===== config.mk =====
export PLATFORM = sky130hd
export DESIGN_NAME = cit_core_timer
export DESIGN_NICKNAME = d
export VERILOG_FILES = /design/src/logic/cit_pkg.sv /design/src/logic/cit_decode.sv /design/src/logic/cit_core_timer.sv
export SDC_FILE = /design/constraint.sdc
export NUM_CORES = 1
export LEC_CHECK = 0
export ABC_AREA = 1
export BUFFER_PORTS_ARGS = -buffer_cell sky130_fd_sc_hd__buf_2
export CORE_AREA = 4 4 157 159
export DETAILED_ROUTE_END_ITERATION = 7
export DIE_AREA = 0 0 161 163
export GPL_ROUTABILITY_DRIVEN = 1
export PLACE_DENSITY_LB_ADDON = 0.12
export SETUP_SLACK_MARGIN = 0.1
export SLEW_MARGIN = 25
export SYNTH_ARGS = -nofsm -noshare
export SYNTH_HDL_FRONTEND = slang
export SYNTH_SLANG_ARGS = --single-unit

===== constraint.sdc =====
create_clock -name ref_clk -period 10.7 [get_ports ref_clk]
set_input_delay 2.14 -clock ref_clk [delete_from_list [all_inputs] [get_ports ref_clk]]
set_output_delay 2.14 -clock ref_clk [all_outputs]
set_load 0.05 [all_outputs]

===== src/logic/cit_pkg.sv =====
/*
  constants, types and opcode cost tables for the instruction timing core.
  assumes one clock, no wait states on program memory, and an execution
  datapath on the same clock that supplies accumulator and branch results.
*/
`default_nettype none

package cit_pkg;
  localparam int CIT_MAX_CYCLES = 8;
  localparam logic [15:0] CIT_PC_RESET = 16'h0000;
  localparam logic [15:0] CIT_DP_RESET = 16'h0000;
  localparam logic [7:0] CIT_OPC_SJMP = 8'h80;
  localparam logic [7:0] CIT_OPC_DP_LOAD = 8'h90;
  localparam logic [7:0] CIT_OPC_DP_INC = 8'hA3;
  localparam logic [7:0] CIT_OPC_CODE_PC = 8'h83;
  localparam logic [7:0] CIT_OPC_CODE_DP = 8'h93;
  localparam logic [7:0] CIT_OPC_LJMP = 8'h02;
  localparam logic [7:0] CIT_OPC_LCALL = 8'h12;
  localparam logic [7:0] CIT_OPC_RET = 8'h22;
  localparam logic [7:0] CIT_OPC_RETI = 8'h32;
  localparam logic [7:0] CIT_OPC_JMP_IND = 8'h73;
  localparam logic [7:0] CIT_OPC_DJNZ_DIR = 8'hD5;

  typedef enum logic [1:0] {
    CIT_ST_FETCH = 2'b01,
    CIT_ST_EXEC = 2'b10
  } cit_state_t;

  typedef enum logic [2:0] {
    CIT_JK_NONE = 3'h0,
    CIT_JK_REL = 3'h1,
    CIT_JK_ABS11 = 3'h2,
    CIT_JK_LONG = 3'h3,
    CIT_JK_EXT = 3'h4
  } cit_jump_t;

  // cost tables
  // one nibble per high opcode nibble, F at the top; columns by low nibble
  // 0..5, then 6-7 (indirect), then 8-F (bank register); cycles are taken-path
  localparam logic [63:0] CIT_CYC_TBL [8] = '{
    64'h3322_2233_3333_4441, 64'h3333_3333_3333_3333,
    64'h3322_2222_2222_5544, 64'h3311_1133_3333_1111,
    64'h1111_4428_2222_2211, 64'h2242_4123_3222_2222,
    64'h2222_5222_2222_2222, 64'h1131_4212_2111_1111
  };
  localparam logic [63:0] CIT_LEN_TBL [8] = '{
    64'h1122_2232_2222_3331, 64'h2222_2222_2222_2222,
    64'h1122_2222_2222_1133, 64'h1111_1111_1333_1111,
    64'h1111_3121_2222_2211, 64'h2232_3123_3222_2222,
    64'h1111_3212_2111_1111, 64'h1121_3212_2111_1111
  };

  function automatic logic [2:0] col_of(input logic [3:0] lo);
    if (lo[3]) begin
      col_of = 3'h7;
    end else if (lo[2:1] == 2'b11) begin
      col_of = 3'h6;
    end else begin
      col_of = lo[2:0];
    end
  endfunction
endpackage

`default_nettype wire


===== src/logic/cit_decode.sv =====
/*
  opcode decoder: byte length, taken-path cycle count and operation class.
  purely combinational; the caller registers what it keeps.
*/
`default_nettype none

module cit_decode (
  input wire logic [7:0] opcode,
  output logic [1:0] n_bytes,
  output logic [3:0] n_cycles,
  output logic is_cond,
  output cit_pkg::cit_jump_t jump_kind,
  output logic flash_rd,
  output logic flash_wr,
  output logic code_rd,
  output logic code_rel_pc,
  output logic dp_load,
  output logic dp_inc
);
  logic [2:0] col;
  logic [3:0] hi;
  logic [3:0] lo;
  logic flash_form;

  always_comb begin
    hi = opcode[7:4];
    lo = opcode[3:0];
    col = cit_pkg::col_of(lo);
    n_cycles = cit_pkg::CIT_CYC_TBL[col][{hi, 2'b00} +: 4];
    n_bytes = cit_pkg::CIT_LEN_TBL[col][{hi, 2'b00} +: 2];
    // jc/jnc/jz/jnz/jb/jnb/jbc, all cjne forms, djnz
    is_cond = ((lo == 4'h0) && (hi != 4'h0) && !hi[3])
      || ((hi == 4'hB) && (col >= 3'h4))
      || ((hi == 4'hD) && (lo[3] || (opcode == cit_pkg::CIT_OPC_DJNZ_DIR)));
    if (is_cond || (opcode == cit_pkg::CIT_OPC_SJMP)) begin
      jump_kind = cit_pkg::CIT_JK_REL;
    end else if (lo == 4'h1) begin
      jump_kind = cit_pkg::CIT_JK_ABS11;
    end else if ((opcode == cit_pkg::CIT_OPC_LJMP) || (opcode == cit_pkg::CIT_OPC_LCALL)) begin
      jump_kind = cit_pkg::CIT_JK_LONG;
    end else if ((opcode == cit_pkg::CIT_OPC_RET) || (opcode == cit_pkg::CIT_OPC_RETI)
        || (opcode == cit_pkg::CIT_OPC_JMP_IND)) begin
      jump_kind = cit_pkg::CIT_JK_EXT;
    end else begin
      jump_kind = cit_pkg::CIT_JK_NONE;
    end
    flash_form = (lo == 4'h0) || (lo[3:1] == 3'b001);
    flash_rd = (hi == 4'hE) && flash_form;
    flash_wr = (hi == 4'hF) && flash_form;
    code_rd = (opcode == cit_pkg::CIT_OPC_CODE_PC) || (opcode == cit_pkg::CIT_OPC_CODE_DP);
    code_rel_pc = (opcode == cit_pkg::CIT_OPC_CODE_PC);
    dp_load = (opcode == cit_pkg::CIT_OPC_DP_LOAD);
    dp_inc = (opcode == cit_pkg::CIT_OPC_DP_INC);
  end
endmodule

`default_nettype wire


===== src/logic/cit_core_timer.sv =====
/*
  instruction sequencer: fetches opcode and operand bytes from on-chip
  program memory, times each instruction, steers program flow, and routes
  flash space moves and code byte reads onto the same on-chip port.
  assumes program memory reads asynchronously from pmem_addr_r with no wait
  states, and that acc, ri_value, bank_sel, branch_taken and ext_target come
  from datapath logic on ref_clk.
*/
`default_nettype none

module cit_core_timer (
  input wire logic ref_clk,
  input wire logic arst_n,
  input wire logic [7:0] pmem_rdata,
  input wire logic [7:0] acc,
  input wire logic [7:0] ri_value,
  input wire logic [1:0] bank_sel,
  input wire logic branch_taken,
  input wire logic [15:0] ext_target,
  output logic [15:0] pmem_addr_r,
  output logic pmem_wr_r,
  output logic [7:0] pmem_wdata_r,
  output logic instr_start_r,
  output logic [3:0] instr_cycles_r,
  output logic [7:0] opcode_r,
  output logic [7:0] operand1_r,
  output logic [7:0] operand2_r,
  output logic [15:0] data_pointer_r,
  output logic acc_load_r,
  output logic [7:0] acc_data_r,
  output logic [7:0] bank_reg_addr_r,
  output logic [7:0] ptr_reg_addr_r
);
  cit_pkg::cit_state_t state_r;
  cit_pkg::cit_jump_t jump_kind;
  logic [2:0] cyc_r;
  logic [15:0] pc_r;
  logic taken_r;
  logic [7:0] dec_opc;
  logic [1:0] n_bytes;
  logic [3:0] n_cycles;
  logic is_cond;
  logic flash_rd;
  logic flash_wr;
  logic code_rd;
  logic code_rel_pc;
  logic dp_load;
  logic dp_inc;
  logic is_fetch;
  logic fetching;
  logic last_byte;
  logic eff_taken;
  logic [3:0] n_eff;
  logic final_cyc;
  logic [7:0] byte1_w;
  logic [7:0] byte2_w;
  logic [7:0] rel_w;
  logic [15:0] seq_w;
  logic [15:0] target_w;
  logic take_w;
  logic [15:0] next_pc;
  logic data_nxt;
  logic [15:0] data_addr;
  logic [15:0] addr_nxt;

  assign is_fetch = (state_r == cit_pkg::CIT_ST_FETCH);
  // the opcode is only on the bus in the fetch cycle
  assign dec_opc = is_fetch ? pmem_rdata : opcode_r;

  cit_decode u_decode (
    .opcode(dec_opc),
    .n_bytes(n_bytes),
    .n_cycles(n_cycles),
    .is_cond(is_cond),
    .jump_kind(jump_kind),
    .flash_rd(flash_rd),
    .flash_wr(flash_wr),
    .code_rd(code_rd),
    .code_rel_pc(code_rel_pc),
    .dp_load(dp_load),
    .dp_inc(dp_inc)
  );

  always_comb begin
    fetching = (cyc_r < {1'b0, n_bytes});
    last_byte = (cyc_r == ({1'b0, n_bytes} - 3'd1));
    // condition is known once the last byte (the offset) arrives
    eff_taken = last_byte ? branch_taken : taken_r;
    n_eff = n_cycles - {3'b000, (is_cond && !eff_taken)};
    final_cyc = ({1'b0, cyc_r} == (n_eff - 4'd1));
    byte1_w = (cyc_r == 3'd1) ? pmem_rdata : operand1_r;
    byte2_w = (cyc_r == 3'd2) ? pmem_rdata : operand2_r;
    rel_w = (n_bytes == 2'd2) ? byte1_w : byte2_w;
    seq_w = fetching ? (pc_r + 16'h0001) : pc_r;
    unique case (jump_kind)
      cit_pkg::CIT_JK_REL: target_w = seq_w + {{8{rel_w[7]}}, rel_w};
      cit_pkg::CIT_JK_ABS11: target_w = {seq_w[15:11], dec_opc[7:5], byte1_w};
      cit_pkg::CIT_JK_LONG: target_w = {byte1_w, byte2_w};
      cit_pkg::CIT_JK_EXT: target_w = ext_target;
      default: target_w = seq_w;
    endcase
    take_w = is_cond ? eff_taken : (jump_kind != cit_pkg::CIT_JK_NONE);
    next_pc = take_w ? target_w : seq_w;
    data_nxt = (flash_rd || flash_wr || code_rd) && (cyc_r == 3'd0);
    // code byte at data pointer, or next pc for the pc form, plus accumulator
    if (code_rd) begin
      data_addr = (code_rel_pc ? seq_w : data_pointer_r) + {8'h00, acc};
    // flash space move stays in program space
    end else if (dec_opc[1]) begin
      data_addr = {8'h00, ri_value};
    end else begin
      data_addr = data_pointer_r;
    end
    if (final_cyc) begin
      addr_nxt = next_pc;
    end else if ((cyc_r + 3'd1) < {1'b0, n_bytes}) begin
      addr_nxt = pc_r + 16'h0001;
    end else if (data_nxt) begin
      addr_nxt = data_addr;
    end else begin
      addr_nxt = next_pc;
    end
  end

  always_ff @(posedge ref_clk or negedge arst_n) begin
    if (!arst_n) begin
      state_r <= cit_pkg::CIT_ST_FETCH;
      cyc_r <= 3'd0;
    end else if (final_cyc) begin
      state_r <= cit_pkg::CIT_ST_FETCH;
      cyc_r <= 3'd0;
    end else begin
      state_r <= cit_pkg::CIT_ST_EXEC;
      cyc_r <= cyc_r + 3'd1;
    end
  end

  always_ff @(posedge ref_clk or negedge arst_n) begin
    if (!arst_n) begin
      pc_r <= cit_pkg::CIT_PC_RESET;
      pmem_addr_r <= cit_pkg::CIT_PC_RESET;
    end else begin
      pmem_addr_r <= addr_nxt;
      if (final_cyc) begin
        pc_r <= next_pc;
      end else if (fetching) begin
        pc_r <= pc_r + 16'h0001;
      end
    end
  end

  always_ff @(posedge ref_clk or negedge arst_n) begin
    if (!arst_n) begin
      instr_start_r <= 1'b1;
      instr_cycles_r <= 4'd0;
      taken_r <= 1'b0;
    end else begin
      instr_start_r <= final_cyc;
      if (final_cyc) begin
        instr_cycles_r <= n_eff;
      end
      if (last_byte) begin
        taken_r <= branch_taken;
      end
    end
  end

  always_ff @(posedge ref_clk or negedge arst_n) begin
    if (!arst_n) begin
      opcode_r <= 8'h00;
      operand1_r <= 8'h00;
      operand2_r <= 8'h00;
    end else begin
      if (is_fetch) begin
        opcode_r <= pmem_rdata;
      end
      if (fetching && (cyc_r == 3'd1)) begin
        operand1_r <= pmem_rdata;
      end
      if (fetching && (cyc_r == 3'd2)) begin
        operand2_r <= pmem_rdata;
      end
    end
  end

  // pointer is register 0 or 1
  always_ff @(posedge ref_clk or negedge arst_n) begin
    if (!arst_n) begin
      bank_reg_addr_r <= 8'h00;
      ptr_reg_addr_r <= 8'h00;
    end else if (is_fetch) begin
      bank_reg_addr_r <= {3'b000, bank_sel, pmem_rdata[2:0]};
      ptr_reg_addr_r <= {3'b000, bank_sel, 2'b00, pmem_rdata[0]};
    end
  end

  always_ff @(posedge ref_clk or negedge arst_n) begin
    if (!arst_n) begin
      data_pointer_r <= cit_pkg::CIT_DP_RESET;
    end else if (final_cyc && dp_load) begin
      data_pointer_r <= {byte1_w, byte2_w};
    end else if (final_cyc && dp_inc) begin
      data_pointer_r <= data_pointer_r + 16'h0001;
    end
  end

  always_ff @(posedge ref_clk or negedge arst_n) begin
    if (!arst_n) begin
      pmem_wr_r <= 1'b0;
      pmem_wdata_r <= 8'h00;
      acc_load_r <= 1'b0;
      acc_data_r <= 8'h00;
    end else begin
      pmem_wr_r <= data_nxt && flash_wr;
      if (data_nxt && flash_wr) begin
        pmem_wdata_r <= acc;
      end
      acc_load_r <= (cyc_r == 3'd1) && (flash_rd || code_rd);
      if ((cyc_r == 3'd1) && (flash_rd || code_rd)) begin
        acc_data_r <= pmem_rdata;
      end
    end
  end
endmodule

`default_nettype wire


==> key figures <==
Timing
  • Transition at the pin with the smallest max-transition slack: a little over 0.9 ns
  • Unrepaired setup endpoints after global routing: no
  • Clk_skew: a little under 0.02 ns
  • Final Hold Vio Count: 0
  • Post-route fraction of the period consumed by the critical path: between 70% and 80%
  • Max_slew headroom: around 38%
  • Max frequency: roughly 120 MHz
  • Max-slew violation total from the final report: 0
  • Post-layout min period: roughly 8.1 ns
  • Total Neg Setup Slack: 0 ns
  • Final setup fails: 0

Setup path
  • Slack of the worst reg-to-reg path: around 3.6 ns
  • Critical path's largest stage delay: approximately 0.5 ns
  • Crit Path Category: in -> reg
  • Critical Path Sink Type: flop
  • Maximum fanout count along the critical path: 25
  • Startpoint class of the critical path: input pin
  • Required time of the critical path: 11.01 ns
  • Dominant cell type by count on the critical path: sky130_fd_sc_hd__nand2_1
  • Worst endpoint data arrival time: between 8 and 9 ns
  • Slowest CP cell: sky130_fd_sc_hd__o21ai_0

Route
  • Count of routing violations after the opening detailed-route iteration: about 700
  • Overall routed net length: roughly 34000 µm
  • Antenna viol nets, final: 0
  • Number of design rule violations left after detail routing: 0
  • Vias per inst: roughly 5.3
  • Routed wirelength normalized by instance count: approximately 18 µm
  • Number of iterations in the first detailed-routing pass: 5
  • Via count: roughly 9900

Global route
  • Largest net degree at the start of global routing: 64
  • Initial antenna violation count: 0
  • Total global routing track utilization: about a quarter
  • GRT overflow: 0
  • First-pass GRT wire length: about 53000 µm
  • Number of global-route vias before repair: about 9400

Clock tree
  • Clock transition at the registers of the reported paths: 0.09 ns
  • Clk sink count: roughly 110
  • Clock latency of the later-clocked register in the worst-skew pair: roughly 0.38 ns
  • Count of hold-fix buffers inserted at cts: 0
  • Maximum number of buffers from clock root to sink: 2
  • TritonCTS clock tree: yes
  • Post-CTS Setup Bufs: 0
  • TritonCTS Buffers: 9
  • Cts repair resizes: 0
  • Cell chosen for the clock root: sky130_fd_sc_hd__clkbuf_16
  • H-tree Lvls: 3

Logic synthesis
  • Sequential cell area fraction in the yosys report: roughly 28%
  • Yosys warnings: 0
  • Average cell area after synthesis: between 6 and 7 µm²
  • Post-synth ARST share: 100%
  • Post-synthesis register bit count: roughly 110
  • Prevailing post-synth register cell: sky130_fd_sc_hd__dfrtp_1
  • Post-synthesis cell area: between 9000 and 10000 µm²
  • Distinct cell type count of the synthesized netlist: 48
  • Count of mapped cells out of synthesis: about 1400
  • EDFF count, synth: 0

Placed design
  • Half-perimeter wire length after detailed placement: between 20000 and 30000 µm
  • Number of buffers inserted by port buffering: between 100 and 150
  • Gpl congestion: 0.939

Min path
  • Kind of path behind the tightest hold check: reg -> reg

Floorplanning
  • Initial Util: 39.7%
  • Full die area: around 26000 µm²
  • Die Span X: ~160 µm
  • Top-level I/O count: between 100 and 150
  • Placeable core area: ~23000 µm²
  • Placement Rows: 56
  • Die outline height: 163 µm

Finish
  • Fraction of layout instances using a drive strength above 1: 14.2%
  • Number of inserted filler cells in the final layout: between 2000 and 3000
  • Antenna diode instance count: 0
  • Multi-input gate area: around 5700 µm²
  • Area growth, synth to finish: 12.8%
  • FF/Latch Area: between 2000 and 3000 µm²
  • Post-layout net count: approximately 1600

Job
  • Number of maximum-capacitance constraint violations: 0

Run status
  • Result of the run: completed
-- synthesized netlist by cell type (15+ instances only) --
| library cell | count | area share (%) |
|---|---|---|
| sky130_fd_sc_hd__inv_1 | 154 | 6.3 |
| sky130_fd_sc_hd__dfrtp_1 | 104 | 28 |
| sky130_fd_sc_hd__ha_1 | 45 | 6.1 |
| sky130_fd_sc_hd__nor2_1 | 77 | 3.1 |
| sky130_fd_sc_hd__nor3_1 | 25 | 1.4 |
| sky130_fd_sc_hd__nand2_2 | 15 | 1.0 |
| sky130_fd_sc_hd__clkbuf_1 | 20 | 0.81 |
| sky130_fd_sc_hd__nand2_1 | 476 | 19 |
| sky130_fd_sc_hd__xnor2_1 | 15 | 1.4 |
| sky130_fd_sc_hd__a21oi_1 | 36 | 2.0 |
| sky130_fd_sc_hd__nand3_1 | 192 | 10 |
| sky130_fd_sc_hd__o21ai_0 | 117 | 6.3 |
| sky130_fd_sc_hd__xor2_1 | 22 | 2.1 |
-- final cells by class --
class | count | area share (%)
inverter | 165 | 5.95
sequential | 105 | 25.2
multi-input combinational | 1129 | 54.8
tap | 319 | 3.83
clock buffer | 9 | 2.16
timing repair buffer | 143 | 7.18
clock inverter | 7 | 0.853
-- state kept, by name, summed over array words and instances (netlist names), 2 cells and up --
| register | flops |
|---|---|
| acc_data_r | 8 |
| bank_reg_addr_r | 2 |
| cyc_r | 3 |
| data_pointer_r | 16 |
| instr_cycles_r | 4 |
| opcode_r | 8 |
| operand1_r | 8 |
| operand2_r | 8 |
| pc_r | 16 |
| pmem_addr_r | 16 |
| pmem_wdata_r | 8 |
| ptr_reg_addr_r | 3 |
| state_r | 2 |
-- routing by layer --
layer / GRT usage, % / vias up / wire, µm
met5: 0 / - / 0
met4: 8.45 / 0 / 896
met3: 4.05 / 49 / 2370
met2: 43.5 / 353 / 16000
met1: 33.4 / 4595 / 14500
li1: - / 4898 / -
-- through the flow --
stage | area (µm²) | worst slack, ns | instances | hold WS [ns] | utilization, %
finish | 10400 | 2.59 | 1877 | 0.483 | 44.8
global placement | 10100 | 2.40 | 1861 | 0.459 | 43.4
global route | 10400 | 2.11 | 1877 | 0.515 | 44.8
CTS | 10400 | 2.68 | 1877 | 0.487 | 44.8
floorplan | 9260 | 3.77 | 1453 | 0.533 | -
detailed placement | 10100 | 2.32 | 1861 | 0.461 | 43.4
-- critical path: cells and delay by family --
kind                     cells  cell delay [ns]
AND/OR/NAND/NOR             18             2.40
adder cells (fa/ha/maj)      3             0.76
buffers and inverters        6             1.27
AO/OA/AOI/OAI                9             1.82
-- layout by cell type (no fill, tap or decap), types with 5 or more instances in the layout --
cell type / Yosys / layout
sky130_fd_sc_hd__nor2_2: 10 / 11
sky130_fd_sc_hd__a22oi_1: 5 / 5
sky130_fd_sc_hd__a21oi_1: 36 / 36
sky130_fd_sc_hd__conb_1: 1 / 8
sky130_fd_sc_hd__nor3_1: 25 / 23
sky130_fd_sc_hd__nand3_1: 192 / 192
sky130_fd_sc_hd__dfrtp_1: 104 / 104
sky130_fd_sc_hd__xnor2_1: 15 / 15
sky130_fd_sc_hd__ha_1: 45 / 45
sky130_fd_sc_hd__buf_4: 14 / 13
sky130_fd_sc_hd__or2_2: 11 / 11
sky130_fd_sc_hd__nand4_1: 10 / 10
sky130_fd_sc_hd__buf_2: 14 / 130
sky130_fd_sc_hd__nand2_1: 476 / 476
sky130_fd_sc_hd__o21ai_1: 11 / 11
sky130_fd_sc_hd__inv_2: 10 / 10
sky130_fd_sc_hd__nor2_1: 77 / 76
sky130_fd_sc_hd__xor2_1: 22 / 22
sky130_fd_sc_hd__o211ai_1: 7 / 7
sky130_fd_sc_hd__nand2_2: 15 / 15
sky130_fd_sc_hd__o21ai_0: 117 / 117
sky130_fd_sc_hd__inv_1: 154 / 154
sky130_fd_sc_hd__clkbuf_16: 0 / 9
-- worst paths after layout --
kind	start	end	cells past startpoint
min	pmem_wdata_r[7]	pmem_wdata_r[7]	2
max in group asynchronous	arst_n	data_pointer_r[13]	2
min reg2reg	pmem_wdata_r[7]	pmem_wdata_r[7]	2
min in group asynchronous	arst_n	pmem_wdata_r[6]	1
max	pmem_rdata[1]	pmem_addr_r[12]	36
max reg2reg	state_r[0]	pmem_addr_r[12]	36
-- cells by family after synthesis --
group	after synthesis	synth area share, %
and+or+nand+nor	836	39.4
AOI/OAI and AO/OA	201	11.9
adders and majority gates	47	6.53
other	1	0.0406
buffers and inverters	219	10.1
DFF	105	28.5
xor gates and xnor gates	37	3.51
Power is left out: the tool's default activity adds up to more than one toggle a clock period on the data nets, which glitch-free logic cannot reach.
